--- config.mk ---
export PLATFORM = sky130hd
export DESIGN_NAME = artx_register_transfer
export DESIGN_NICKNAME = d
export VERILOG_FILES = /design/src/design/artx_pkg.sv /design/src/design/artx_nibble_split.sv /design/src/design/artx_register_transfer.sv
export VERILOG_INCLUDE_DIRS = /design/src /design/src/design
export SDC_FILE = /design/constraint.sdc
export NUM_CORES = 1
export LEC_CHECK = 0
export ABC_CLOCK_PERIOD_IN_PS = 3900
export BUFFER_PORTS_ARGS = -buffer_cell sky130_fd_sc_hd__buf_2
export CAP_MARGIN = 20
export CORE_ASPECT_RATIO = 0.9
export CORE_MARGIN = 1
export CORE_UTILIZATION = 36
export CTS_BUF_LIST = sky130_fd_sc_hd__clkbuf_16
export DETAILED_ROUTE_END_ITERATION = 16
export PLACE_DENSITY = 0.7
export SLEW_MARGIN = 25
export SYNTH_ARGS = -nofsm -noshare
export SYNTH_HDL_FRONTEND = slang
export SYNTH_SLANG_ARGS = --single-unit
--- constraint.sdc ---
create_clock -name i_clock -period 3.9 [get_ports i_clock]
set_clock_uncertainty 0.2 [all_clocks]
set_input_delay 0.78 -clock i_clock [delete_from_list [all_inputs] [get_ports i_clock]]
set_output_delay 0.78 -clock i_clock [all_outputs]
set_load 0.03 [all_outputs]
--- src/design/artx_cfg.svh ---
// Constants for the accumulator register-transfer block.
// Assumes inclusion by the package and by the design modules.
`ifndef ARTX_CFG_SVH
`define ARTX_CFG_SVH
`define ARTX_NIB_W 4
`define ARTX_TMR_W 8
`define ARTX_ADC_W 10
`define ARTX_CTL_W 4
`define ARTX_MODE_BIT 3
`define ARTX_HI_MSB 7
`define ARTX_HI_LSB 4
`define ARTX_LO_MSB 3
`define ARTX_LO_LSB 0
`define ARTX_AD_HI_MSB 9
`define ARTX_AD_HI_LSB 6
`define ARTX_AD_LO_MSB 5
`define ARTX_AD_LO_LSB 2
`define ARTX_NIB_RST 4'h0
`define ARTX_OPC_W 3
`endif

--- src/design/artx_pkg.sv ---
// Types shared by the accumulator register-transfer block.
// Assumes artx_cfg.svh is on the include path.
`include "artx_cfg.svh"
package artx_pkg;
  typedef enum logic [`ARTX_OPC_W-1:0] {
    ARTX_OP_NONE,
    ARTX_OP_COPY_B_TO_A,
    ARTX_OP_READ_TIMER_ONE,
    ARTX_OP_READ_TIMER_TWO,
    ARTX_OP_READ_CONVERTER_RESULT
  } artx_op_e;

  typedef struct packed {
    logic [`ARTX_NIB_W-1:0] b;
    logic [`ARTX_NIB_W-1:0] a;
  } artx_pair_s;

  typedef struct packed {
    logic [`ARTX_TMR_W-1:0] timer_one;
    logic [`ARTX_TMR_W-1:0] timer_two;
    logic [`ARTX_ADC_W-1:0] converter_result;
    logic [`ARTX_TMR_W-1:0] comparator_reg;
    logic [`ARTX_CTL_W-1:0] converter_control_reg;
  } artx_src_s;
endpackage

--- src/design/artx_nibble_split.sv ---
// Splits an 8-bit value into high and low nibbles for B and A.
// Assumes purely combinational use inside the transfer block.
`timescale 1ns/10ps
`include "artx_cfg.svh"
module artx_nibble_split (
  input wire logic [`ARTX_TMR_W-1:0] i_value,
  output artx_pkg::artx_pair_s o_pair
);
  import artx_pkg::*;
  assign o_pair.b = i_value[`ARTX_HI_MSB:`ARTX_HI_LSB];
  assign o_pair.a = i_value[`ARTX_LO_MSB:`ARTX_LO_LSB];
endmodule // artx_nibble_split

--- src/design/artx_register_transfer.sv ---
// Executes four register-transfer instructions that load accumulator A and register B.
// Holds the A and B registers, the op decode and the completion pulse.
// Assumes the decoder presents one op per executing instruction cycle, same clock.
// Assumes timer counts, converter result and control register are flop outputs on that clock.
//
// Contract
// - Copy-B-to-A loads A from B in one word, one cycle.
// - Read-timer-one puts timer 1 bits 7..4 into B.
// - Read-timer-one puts timer 1 bits 3..0 into A.
// - Read-timer-two puts timer 2 bits 7..4 into B.
// - Read-timer-two puts timer 2 bits 3..0 into A.
// - Converter read, mode clear: B gets result 9..6, A gets 5..2.
// - Converter read, mode set: B gets comparator 7..4, A gets 3..0.
// - Mode comes from control bit 3, sampled at execution.
`timescale 1ns/10ps
`include "artx_cfg.svh"
module artx_register_transfer (
  input wire logic i_clock,
  input wire logic i_reset,
  input wire artx_pkg::artx_op_e i_op,
  input wire artx_pkg::artx_src_s i_src,
  input wire logic i_load_a,
  input wire logic i_load_b,
  input wire logic [`ARTX_NIB_W-1:0] i_load_value,
  output artx_pkg::artx_pair_s o_regs,
  output logic o_carry_write,
  output logic o_skip_next,
  output logic o_done
);
  import artx_pkg::*;

  // ----------------------------------------------------------------
  // Source splitting
  // ----------------------------------------------------------------
  // Timers, comparator and converter result all split the same way, so one small
  // module serves every source and the nibble order cannot drift between them.
  artx_pair_s t1_pair;
  artx_pair_s t2_pair;
  artx_pair_s cmp_pair;
  artx_pair_s adc_pair;
  logic compare_mode_select_bit;

  artx_nibble_split u_t1 (
    .i_value(i_src.timer_one),
    .o_pair(t1_pair)
  );
  artx_nibble_split u_t2 (
    .i_value(i_src.timer_two),
    .o_pair(t2_pair)
  );
  artx_nibble_split u_cmp (
    .i_value(i_src.comparator_reg),
    .o_pair(cmp_pair)
  );

  // The two low result bits are dropped; the converter read only yields eight of ten bits.
  artx_nibble_split u_adc (
    .i_value(i_src.converter_result[`ARTX_AD_HI_MSB:`ARTX_AD_LO_LSB]),
    .o_pair(adc_pair)
  );
  assign compare_mode_select_bit = i_src.converter_control_reg[`ARTX_MODE_BIT];

  // ----------------------------------------------------------------
  // Operation decode
  // ----------------------------------------------------------------
  // A transfer op owns both registers for its cycle, so load strobes from other
  // instructions are dropped rather than merged with it.
  logic op_idle;
  logic op_copy;
  logic op_timer_one;
  logic op_timer_two;
  logic op_converter;
  logic op_transfer;
  logic load_a_ok;
  logic load_b_ok;

  always_comb begin
    unique case (i_op)
      ARTX_OP_NONE: begin
        op_idle = 1'b1;
        op_copy = 1'b0;
        op_timer_one = 1'b0;
        op_timer_two = 1'b0;
        op_converter = 1'b0;
      end
      ARTX_OP_COPY_B_TO_A: begin
        op_idle = 1'b0;
        op_copy = 1'b1;
        op_timer_one = 1'b0;
        op_timer_two = 1'b0;
        op_converter = 1'b0;
      end
      ARTX_OP_READ_TIMER_ONE: begin
        op_idle = 1'b0;
        op_copy = 1'b0;
        op_timer_one = 1'b1;
        op_timer_two = 1'b0;
        op_converter = 1'b0;
      end
      ARTX_OP_READ_TIMER_TWO: begin
        op_idle = 1'b0;
        op_copy = 1'b0;
        op_timer_one = 1'b0;
        op_timer_two = 1'b1;
        op_converter = 1'b0;
      end
      ARTX_OP_READ_CONVERTER_RESULT: begin
        op_idle = 1'b0;
        op_copy = 1'b0;
        op_timer_one = 1'b0;
        op_timer_two = 1'b0;
        op_converter = 1'b1;
      end
      default: begin
        // Unused codes act as a no-op: no load is honoured and no done pulse follows.
        op_idle = 1'b0;
        op_copy = 1'b0;
        op_timer_one = 1'b0;
        op_timer_two = 1'b0;
        op_converter = 1'b0;
      end
    endcase
    op_transfer = op_copy | op_timer_one | op_timer_two | op_converter;
    load_a_ok = i_load_a & op_idle;
    load_b_ok = i_load_b & op_idle;
  end

  // ----------------------------------------------------------------
  // Accumulator and B register
  // ----------------------------------------------------------------
  artx_pair_s regs_q;
  artx_pair_s regs_d;

  always_comb begin
    regs_d = regs_q;
    if (op_copy) begin
      regs_d.a = regs_q.b;
    end else if (op_timer_one) begin
      regs_d.b = t1_pair.b;
      regs_d.a = t1_pair.a;
    end else if (op_timer_two) begin
      regs_d.b = t2_pair.b;
      regs_d.a = t2_pair.a;
    end else if (op_converter) begin
      // Mode is looked at only in the executing cycle, never latched earlier.
      if (compare_mode_select_bit) begin
        regs_d = cmp_pair;
      end else begin
        regs_d = adc_pair;
      end
    end else begin
      if (load_a_ok) begin
        regs_d.a = i_load_value;
      end
      if (load_b_ok) begin
        regs_d.b = i_load_value;
      end
    end
  end

  // Reset clears both registers so a copy straight after reset moves a known value.
  always_ff @(posedge i_clock) begin
    if (i_reset) begin
      regs_q.a <= `ARTX_NIB_RST;
      regs_q.b <= `ARTX_NIB_RST;
    end else begin
      regs_q <= regs_d;
    end
  end

  // ----------------------------------------------------------------
  // Completion pulse
  // ----------------------------------------------------------------
  logic done_q;
  logic done_d;

  always_comb begin
    done_d = op_transfer;
  end

  always_ff @(posedge i_clock) begin
    if (i_reset) begin
      done_q <= 1'b0;
    end else begin
      done_q <= done_d;
    end
  end

  // ----------------------------------------------------------------
  // Side effects
  // ----------------------------------------------------------------
  // Carry and skip belong to other instructions; these ops hold both low so a merged
  // flag path elsewhere never sees a request from a transfer. Sources are only read.
  logic carry_q;
  logic carry_d;
  logic skip_q;
  logic skip_d;

  always_comb begin
    carry_d = 1'b0;
    skip_d = 1'b0;
  end

  always_ff @(posedge i_clock) begin
    if (i_reset) begin
      carry_q <= 1'b0;
      skip_q <= 1'b0;
    end else begin
      carry_q <= carry_d;
      skip_q <= skip_d;
    end
  end

  // ----------------------------------------------------------------
  // Outputs
  // ----------------------------------------------------------------
  // Every output is a flop, so nothing combinational reaches the CPU datapath.
  assign o_regs = regs_q;
  assign o_done = done_q;
  assign o_carry_write = carry_q;
  assign o_skip_next = skip_q;
endmodule // artx_register_transfer

Word-level counts from Yosys, hierarchy flattened
Cells that the tools add are included.
{"block": "word_totals", "regBits": 9, "input_bits": 49, "word_cells": 29}
{"block": "op_classes", "n_eq_ne": 4, "n_mux": 12, "n_bitwise": 6, "reduce_logical": 4}
{"operator": "$mux W8", "n": 4}
{"operator": "$mux W4", "n": 3}
{"operator": "$eq A3 B2 Y1 const B", "n": 2}
{"operator": "$mux W1", "n": 5}
{"operator": "$reduce_bool A5 Y1", "n": 1}
{"operator": "$reduce_bool A4 Y1", "n": 1}
{"operator": "$eq A3 B1 Y1 const B", "n": 1}
{"operator": "$eq A3 B3 Y1 const B", "n": 1}
{"operator": "$logic_not A3 Y1", "n": 1}
{"operator": "$or A1 B1 Y1", "n": 3}
{"operator": "$and A1 B1 Y1", "n": 2}
{"operator": "$reduce_and A2 Y1", "n": 1}
{"operator": "$not A1 Y1", "n": 1}

Longest topological paths before layout
Gate-level depths: netlist of run 1.
{"block": "logic_depth", "ltp_word": 8, "mapped_depth": 6}

Hierarchy
A second synthesis of run 1 with hierarchy kept.
{"block": "hier_totals", "cells_unflattened": 145, "area_unflattened_um2": 1122.3}
{"module": "artx_register_transfer", "n_inst": 1, "cells_per_inst": 113, "area_each_um2": 882.1, "seq_area_each_um2": 180.2}
{"module": "artx_nibble_split", "n_inst": 4, "cells_per_inst": 8, "area_each_um2": 60.1, "seq_area_each_um2": 0.0}

Least setup slack after synthesis of run 1
Ideal clock, no wire load.
{"block": "synth_timing", "path_type": "input to register", "startpoint": "input port i_src[3] in the netlist's numbering", "endpoint": "register regs_q (netlist bit o_regs[0])", "setup_time_ns": 0.117, "arrival_time_ns": 1.700, "t_required_ns": 3.583, "path_slack_ns": 1.882, "cell_stages": 5, "path_cell_list": "buf_6 mux2_4 a32oi_1 o31ai_1 a32o_1"}
{"block": "synth_between", "elab_chain_len": 5}
{"item": "start: declaration", "line_no": "artx_register_transfer.sv:21", "rtl": "input wire artx_pkg::artx_src_s i_src,"}
{"item": "$mux W8", "line_no": "artx_register_transfer.sv:146", "rtl": "if (compare_mode_select_bit) begin"}
{"item": "$mux W8", "line_no": "artx_register_transfer.sv:144", "rtl": "end else if (op_converter) begin"}
{"item": "$mux W8", "line_no": "artx_register_transfer.sv:141", "rtl": "end else if (op_timer_two) begin"}
{"item": "$mux W8", "line_no": "artx_register_transfer.sv:138", "rtl": "end else if (op_timer_one) begin"}
{"item": "$mux W4", "line_no": "artx_register_transfer.sv:136", "rtl": "if (op_copy) begin"}
{"item": "end signal: assignment", "line_no": "artx_register_transfer.sv:167", "rtl": "regs_q <= regs_d;"}
{"item": "end: declaration", "line_no": "artx_register_transfer.sv:131", "rtl": "artx_pair_s regs_q;"}
No other way between the ends.
A chain may end at the register's enable or synchronous reset.

Final worst setup path of run 1
{"block": "layout_timing", "startpoint": "input port i_op[0]", "endpoint": "register regs_q (netlist bit o_regs[6])"}
{"block": "layout_between", "elab_chain_len": 5, "elab_cells_between_ends": 17, "cone_classes": "eq/ne (4); mux (8); bitwise (2); reduce/logical (3)"}
{"item": "start: declaration", "line_no": "artx_register_transfer.sv:20", "rtl": "input wire artx_pkg::artx_op_e i_op,"}
{"item": "$eq A3 B3 Y1 or $logic_not A3 Y1 (tied branches)", "line_no": "artx_register_transfer.sv:78", "rtl": "unique case (i_op)"}
{"item": "$mux W1", "line_no": "artx_register_transfer.sv:78"}
{"item": "$mux W8 or $and A1 B1 Y1 (tied branches)", "line_no": "artx_register_transfer.sv:144, artx_register_transfer.sv:125"}
{"item": "$mux W8 or $reduce_bool A4 Y1 (tied branches)"}
{"item": "$mux W8 or $reduce_and A2 Y1 (tied branches)"}
Parallel ways exist; a longest one is shown, timed or not.

==> results.tsv, run 1 <==
metric	value	unit
core footprint	2160	µm²
drt pass-1 iters	2	
Post-Syn Area	820	µm²
total routed wirelength	2.29	mm
die area	2470	µm²
achievable clock frequency	475	MHz
P&R area growth vs syn	37.1	%
routed vias	937	
Clock power frac	0.455	
via/cell ratio	5.42	
Root Driver	clkbuf_16	
Detailed Place HPWL	1.80	mm
arrival time worst endpoint	2.00	ns
Clk pin slew, worst setup/hold paths	0.04	ns
area of the multi-input gates	563	µm²
routed wl met2	1.13	mm
Fill cells	211	
Post-Layout Cell Count	173	
initial antenna violation count	0	
EDFF count, synth	0	
Reg area	180	µm²
Synth Register Bits	9	
Sw Pwr	110	µW
Top Ports	60	
most frequent cells in the layout	buf_2, a21oi_1, mux2i_1	
Residual DRC	0	
number of max-slew violations in the final report	0	
Flop pwr share	0.269	
Initial Utilization	0.379	
Detail Route met3 WL	178	µm
Routed Antenna Nets	0	
Leak	0.000565	µW
Remaining Overflow, GRT	0	
min-delay worst type	reg2reg	
final setup TNS	0	ns
per-cell routed wire length	13.2	µm
syn_area_per_cell	8.36	µm²
outcome	finished, final reports clean	
Area contributors post-synth	dfxtp_1, mux2i_1, a21oi_1, mux2_4, a32o_1	
Setup Viol. Count Final	0	
RSZ-0062 raised after global routing	false	
Internal Pwr Total	280	µW
leading area contributor after synthesis	dfxtp_1	
crit-path max FO	21	
Worst VDD drop	0.499	mV
Worst setup SP type	input pin	
WP data required	3.80	ns
Slew headroom	0.624	
Total GRT Usage	0.194	
post-synth cell types	27	
Num CTS Buffers	3	
Post-CTS Setup Repair Bufs	0	
Synth top area share	0.220	
cells after synthesis	98	
hold_buf cts	0	
Crit Path Category	in2reg	
switching share of total power	0.282	
vias in the first global route	832	
critical path endpoint category	flop	
Starting DRT DRC Count	15	
max-cap viol count	0	
post-synthesis async set-or-reset flop share	0	
Tcrit/Tclk final	0.540	
first-pass GRT wire length	3.51	mm
layout net count	196	
worst-skew pair later-pin latency	0.23	ns
PwrDens	347	nW/µm²
Worst Tran Pin Value	0.559	ns
placed cell count	169	
post-cts sizing count	0	
DR top layer	met4	
Die H	47.3	µm
TritonCTS clock tree	built	
met1 wire length	951	µm
Die W	52.3	µm
combinational share of power	0.276	
ANT cells	0	
commonest non-fill, non-tap cell in the layout	buf_2	
Final Hold Fails	0	
buffers added on ports	52	
final worst path period need	2.10	ns
buffer levels on the longest clock path	2	
# rows	16	
largest net degree at the start of global routing	25	
register area share after synthesis	0.220	
Synth Flop Type	dfxtp_1	
share of cells above drive strength 1	0.411	
YS warnings	0	
# H-tree levels	1	
clk sinks	9	
GP Congestion	0.721	
[registers in the layout, summed over array words and instances, names as in the netlist]
name,count
o_done,1
o_regs,8
[layout make-up]
type | count | share of cell area
clock inverter | 1 | 0.00334
inverter | 2 | 0.00668
sequential | 9 | 0.160
timing repair buffer | 52 | 0.232
clock buffer | 3 | 0.0668
tap | 27 | 0.0301
multi-input combinational | 79 | 0.501
[final timing paths]
check	start	to	slack [ns]	cells after the start
setup / recovery	i_op[0]	o_regs[6]$_SDFFE_PP0P_	1.80	5
hold reg to reg	o_regs[2]$_SDFFE_PP0P_	o_regs[2]$_SDFFE_PP0P_	0.27	1
setup reg to reg	o_regs[4]$_SDFFE_PP0P_	o_regs[0]$_SDFFE_PP0P_	2.70	3
hold / removal	o_regs[2]$_SDFFE_PP0P_	o_regs[2]$_SDFFE_PP0P_	0.27	1
[critical path: stages]
cell and delay [ns]:
buf_2 0.23, nor2_2 0.37, o21ai_0 0.17, a211oi_1 0.36, a2111oi_2 0.10
[metrics by stage]
stage	total power (µW)	util	area, µm²	setup slack, ns	hold slack (ns)
after CTS	392	0.520	1120	1.80	0.271
after detailed placement	213	0.483	1040	1.56	0.262
after floorplan	178	-	823	1.88	0.450
final	390	0.520	1120	1.80	0.266
after global routing	408	0.520	1120	1.67	0.290
after global placement	211	0.483	1040	1.57	0.256
[per-layer routing]
layer / GRT usage / vias to the layer above
met1: 0.230 / 419
li1: - / 474
met5: 0 / -
met3: 0.0744 / 4
met4: 0.0263 / 0
met2: 0.344 / 40
[power groups by stage]
stage	Combinational [µW]	Sequential [µW]	Clock (µW)
after floorplan	57.1	121	0
after global placement	105	106	0
after detailed placement	107	106	0
after CTS	108	105	179
after global routing	118	106	184
final	108	105	177
[cells by family after synthesis]
kind of cell    count (synthesis)  share of synthesized area
other cells                     1                    0.00458
buf+inv                        11                     0.0977
flops                           9                      0.220
compound gates                 43                      0.369
simple gates                   21                      0.131
mux                            13                      0.177
[Yosys cell counts (3+ instances only)]
master / count
buf_6: 3
nor2_1: 8
dfxtp_1: 9
buf_4: 4
a21oi_1: 14
o221ai_1: 4
nor2b_1: 4
o31ai_1: 4
a32o_1: 4
o211a_1: 3
a32oi_1: 3
mux2_4: 3
mux2i_1: 10
nand2b_1: 3
o21ai_0: 7
Note: power is estimated with default switching activity, not from simulation.
==> run 2, diff against run 1 <==
--- a/config.mk
+++ b/config.mk
@@ -6,7 +6,7 @@
 export SDC_FILE = /design/constraint.sdc
 export NUM_CORES = 1
 export LEC_CHECK = 0
-export ABC_CLOCK_PERIOD_IN_PS = 3900
+export ABC_CLOCK_PERIOD_IN_PS = 1850
 export BUFFER_PORTS_ARGS = -buffer_cell sky130_fd_sc_hd__buf_2
 export CAP_MARGIN = 20
 export CORE_ASPECT_RATIO = 0.9
@@ -14,7 +14,7 @@
 export CORE_UTILIZATION = 36
 export CTS_BUF_LIST = sky130_fd_sc_hd__clkbuf_16
 export DETAILED_ROUTE_END_ITERATION = 16
-export PLACE_DENSITY = 0.7
+export PLACE_DENSITY = 0.72
 export SLEW_MARGIN = 25
 export SYNTH_ARGS = -nofsm -noshare
 export SYNTH_HDL_FRONTEND = slang
==> constraint.sdc (replaced) <==
create_clock -name i_clock -period 1.85 [get_ports i_clock]
set_clock_uncertainty 0.2 [all_clocks]
set_input_delay 0.37 -clock i_clock [delete_from_list [all_inputs] [get_ports i_clock]]
set_output_delay 0.37 -clock i_clock [all_outputs]
set_load 0.03 [all_outputs]
==> results.tsv, run 2 (synthesis gave the netlist of run 1 again) <==
metric	value	unit
outcome	finished, final reports clean	
combinational share of power	0.280	
die area	2470	µm²
buffers added on ports	52	
Residual DRC	0	
Routed Antenna Nets	0	
commonest non-fill, non-tap cell in the layout	buf_2	
per-cell routed wire length	12.5	µm
Top Ports	60	
Total GRT Usage	0.181	
initial antenna violation count	0	
clk sinks	9	
Clk pin slew, worst setup/hold paths	0.04	ns
Die W	52.3	µm
Worst setup SP type	input pin	
RSZ-0062 raised after global routing	false	
Clock power frac	0.455	
worst-skew pair later-pin latency	0.24	ns
largest net degree at the start of global routing	25	
max FFs per register	8	
Initial Utilization	0.379	
P&R area growth vs syn	41.7	%
Die H	47.3	µm
TritonCTS clock tree	built	
Fill cells	208	
buffer levels on the longest clock path	2	
total routed wirelength	2.22	mm
achievable clock frequency	667	MHz
Crit Path Category	in2reg	
Starting DRT DRC Count	19	
Detailed Place HPWL	1.81	mm
max-cap viol count	0	
PwrDens	719	nW/µm²
# H-tree levels	1	
Setup Viol. Count Final	0	
drt pass-1 iters	4	
Remaining Overflow, GRT	0	
Num CTS Buffers	3	
first-pass GRT wire length	3.21	mm
hold_buf cts	0	
Leak	0.000589	µW
WP data required	1.83	ns
most frequent cells in the layout	buf_2, a21oi_1, mux2i_1	
Sw Pwr	237	µW
switching share of total power	0.283	
Post-CTS Setup Repair Bufs	0	
PnR worst setup slack	0.351	ns
arrival time worst endpoint	1.48	ns
Util after Layout	0.537	
GP Congestion	0.842	
Internal Pwr Total	599	µW
number of max-slew violations in the final report	0	
min-delay worst type	in2reg	
core footprint	2160	µm²
final setup TNS	0	ns
share of cells above drive strength 1	0.430	
layout net count	201	
post-cts sizing count	0	
critical path endpoint category	flop	
vias in the first global route	777	
Root Driver	clkbuf_16	
via/cell ratio	5.23	
routed vias	931	
Tcrit/Tclk final	0.810	
final worst path period need	1.50	ns
Flop pwr share	0.264	
# rows	16	
crit-path max FO	24	
Final Hold Fails	0	
Worst VDD drop	0.621	mV
pre-CTS WS	0.103	ns
ANT cells	0	
==> run 2: cell count changes in the layout (fill, tap and decap cells not counted) <==
| cell | before | now |
|---|---|---|
| buf_4 | 0 | 5 |
==> run 2: power by group through the flow <==
| stage | logic (µW) | clock network (µW) | registers, µW |
|---|---|---|---|
| 2_1_floorplan | 120 | 0 | 255 |
| 3_3_place_gp | 229 | 0 | 224 |
| 3_5_place_dp | 234 | 0 | 224 |
| 4_1_cts | 235 | 389 | 221 |
| 5_1_grt | 256 | 396 | 222 |
| 6_report | 234 | 380 | 221 |
==> run 2: layout make-up <==
cell class / count / area [µm²] / share of cell area
clock buffers: 3 / 75.1 / 0.0647
clock inverters: 1 / 3.75 / 0.00323
inverters: 2 / 7.51 / 0.00647
multi-input cells: 79 / 563 / 0.485
flip-flops and latches: 9 / 180 / 0.155
well taps: 27 / 33.8 / 0.0291
repair buffers: 57 / 298 / 0.256
==> run 2: metal layers <==
metal	up-vias	wire [µm]	GRT usage
li1	484	-	-
met1	411	960	0.211
met2	33	1110	0.327
met3	3	132	0.0518
met4	0	21	0.0474
met5	-	0	0
==> run 2: stage by stage <==
stage	hold slack (ns)	area (µm²)	total power [µW]	cells
global route	0.220	1160	875	178
global placement	0.249	1080	453	174
finish	0.208	1160	835	178
CTS	0.203	1160	844	178
detailed placement	0.254	1080	458	174
floorplan	0.246	823	376	99
==> run 2: worst paths after layout <==
| check | startpoint | to | slack (ns) | cells after the start |
|---|---|---|---|---|
| setup reg to reg | o_regs[5]$_SDFFE_PP0P_ | o_regs[1]$_SDFFE_PP0P_ | 0.71 | 3 |
| hold reg to reg | o_regs[2]$_SDFFE_PP0P_ | o_regs[2]$_SDFFE_PP0P_ | 0.26 | 1 |
| hold / removal | i_reset | o_regs[6]$_SDFFE_PP0P_ | 0.21 | 2 |
| setup / recovery | i_op[2] | o_regs[1]$_SDFFE_PP0P_ | 0.35 | 5 |
==> run 2: worst max-delay path, stage by stage <==
cell and delay (ns):
buf_2 0.31, nand2b_1 0.26, a21oi_1 0.06, o31ai_1 0.27, a32o_1 0.21
==> run 3, diff against run 2 <==
--- a/config.mk
+++ b/config.mk
@@ -6,7 +6,7 @@
 export SDC_FILE = /design/constraint.sdc
 export NUM_CORES = 1
 export LEC_CHECK = 0
-export ABC_CLOCK_PERIOD_IN_PS = 1850
+export ABC_CLOCK_PERIOD_IN_PS = 1400
 export BUFFER_PORTS_ARGS = -buffer_cell sky130_fd_sc_hd__buf_2
 export CAP_MARGIN = 20
 export CORE_ASPECT_RATIO = 0.9
@@ -14,7 +14,7 @@
 export CORE_UTILIZATION = 36
 export CTS_BUF_LIST = sky130_fd_sc_hd__clkbuf_16
 export DETAILED_ROUTE_END_ITERATION = 16
-export PLACE_DENSITY = 0.72
+export PLACE_DENSITY = 0.7
 export SLEW_MARGIN = 25
 export SYNTH_ARGS = -nofsm -noshare
 export SYNTH_HDL_FRONTEND = slang
==> constraint.sdc (replaced) <==
create_clock -name i_clock -period 1.4 [get_ports i_clock]
set_clock_uncertainty 0.2 [all_clocks]
set_input_delay 0.28 -clock i_clock [delete_from_list [all_inputs] [get_ports i_clock]]
set_output_delay 0.28 -clock i_clock [all_outputs]
set_load 0.03 [all_outputs]
==> results.tsv, run 3 (synthesis gave the netlist of run 1 again) <==
metric	value	unit
most frequent cells in the layout	buf_2, buf_4, a21oi_1	
routed vias	1018	
Setup Viol. Count Final	0	
crit path to	o_regs[0]$_SDFFE_PP0P_	
hold_buf cts	0	
min-delay worst type	in2reg	
Worst VDD drop	1.42	mV
# rows	16	
critical path endpoint category	flop	
total routed wirelength	2.55	mm
GP Congestion	0.833	
Routed Antenna Nets	0	
buffer levels on the longest clock path	2	
buffers added on ports	52	
Starting DRT DRC Count	21	
clk sinks	9	
Worst setup SP type	input pin	
hold slack	0.121	ns
Detailed Place HPWL	2.02	mm
P&R area growth vs syn	55.7	%
Final Hold Fails	0	
Post-CTS Setup Repair Bufs	0	
Crit Path Category	in2reg	
ANT cells	0	
Total GRT Usage	0.194	
pre-CTS WS	-0.249	ns
TritonCTS clock tree	built	
Die W	52.3	µm
die area	2470	µm²
WP data required	1.32	ns
share of cells above drive strength 1	0.500	
Remaining Overflow, GRT	0	
Total Power	1130	µW
reg2reg setup slack	0.29	ns
initial antenna violation count	0	
Leak	0.000653	µW
drt pass-1 iters	4	
via/cell ratio	5.39	
RR Endpoint	o_regs[3]$_SDFFE_PP0P_	
commonest non-fill, non-tap cell in the layout	buf_2	
Die H	47.3	µm
Clk pin slew, worst setup/hold paths	0.04	ns
Root Driver	clkbuf_16	
core footprint	2160	µm²
# H-tree levels	1	
reg2reg path depth	3	
arrival time worst endpoint	1.28	ns
achievable clock frequency	735	MHz
vias in the first global route	901	
max-cap viol count	0	
PwrDens	888	nW/µm²
dpl cell area	1160	µm²
PnR worst setup slack	0.0386	ns
worst-skew pair later-pin latency	0.23	ns
outcome	finished, final reports clean	
final worst path period need	1.36	ns
Tcrit/Tclk final	0.972	
Critical R2R Launch	o_regs[7]$_SDFFE_PP0P_	
crit-path max FO	7	
Fill cells	194	
CP startpoint	i_op[0]	
final instance area	1280	µm²
Residual DRC	0	
number of max-slew violations in the final report	0	
max FFs per register	8	
Num CTS Buffers	3	
layout net count	212	
Initial Utilization	0.379	
Top Ports	60	
per-cell routed wire length	13.5	µm
first-pass GRT wire length	3.55	mm
largest net degree at the start of global routing	11	
[run 3: routing by layer]
metal | vias up | routed length, µm | part of all wire | GRT usage
li1 | 503 | - | - | -
met1 | 467 | 1080 | 0.42 | 0.234
met2 | 46 | 1230 | 0.48 | 0.354
met3 | 2 | 211 | 0.083 | 0.0259
met4 | 0 | 31 | 0.012 | 0.0684
met5 | - | 0 | 0 | 0
[run 3: layout make-up]
type / count / area, µm² / share of cell area
Clock buffer: 3 / 75.1 / 0.0588
Inverter: 2 / 7.51 / 0.00588
Clock inverter: 1 / 3.75 / 0.00294
Tap cell: 27 / 33.8 / 0.0265
Multi-Input combinational cell: 79 / 593 / 0.465
Sequential cell: 9 / 180 / 0.141
Timing Repair Buffer: 68 / 383 / 0.300
[run 3: where the power goes]
group | leakage (µW) | switching, µW | internal [µW]
sequential | 0.0000744 | 13.5 | 280
clock | 0.0000423 | 120 | 373
combinational | 0.000536 | 187 | 161
[run 3: how the worst min path moves through the flow]
stage,start,to,depth (start not counted)
2_1_floorplan,i_reset,o_regs[6]$_SDFFE_PP0P_,1
3_3_place_gp,o_regs[3]$_SDFFE_PP0P_,o_regs[3]$_SDFFE_PP0P_,1
3_5_place_dp,o_regs[1]$_SDFFE_PP0P_,o_regs[1]$_SDFFE_PP0P_,1
4_1_cts,i_reset,o_regs[6]$_SDFFE_PP0P_,2
5_1_grt,i_reset,o_regs[6]$_SDFFE_PP0P_,2
6_report,i_reset,o_regs[6]$_SDFFE_PP0P_,2
[run 3: per-stage QoR]
stage	setup TNS, ns	utilization	cells
after CTS	0	0.579	189
after detailed placement	-1.44	0.539	185
final	0	0.590	189
after floorplan	-0.198	-	99
after global placement	-1.08	0.539	185
after global routing	-0.00437	0.590	189
[run 3: worst max-delay path, cell delays in order]
cell and delay [ns]:
buf_2 0.20, nor2_2 0.09, buf_4 0.16, a32oi_2 0.21
o31ai_1 0.12, a32o_1 0.23
[run 3: repair_timing]
| item | 4_1_cts | 5_1_grt |
|---|---|---|
| resized for setup | 1 | 6 |
| hold endpoints to repair | 0 | 0 |
| setup endpoints to repair | 1 | 5 |
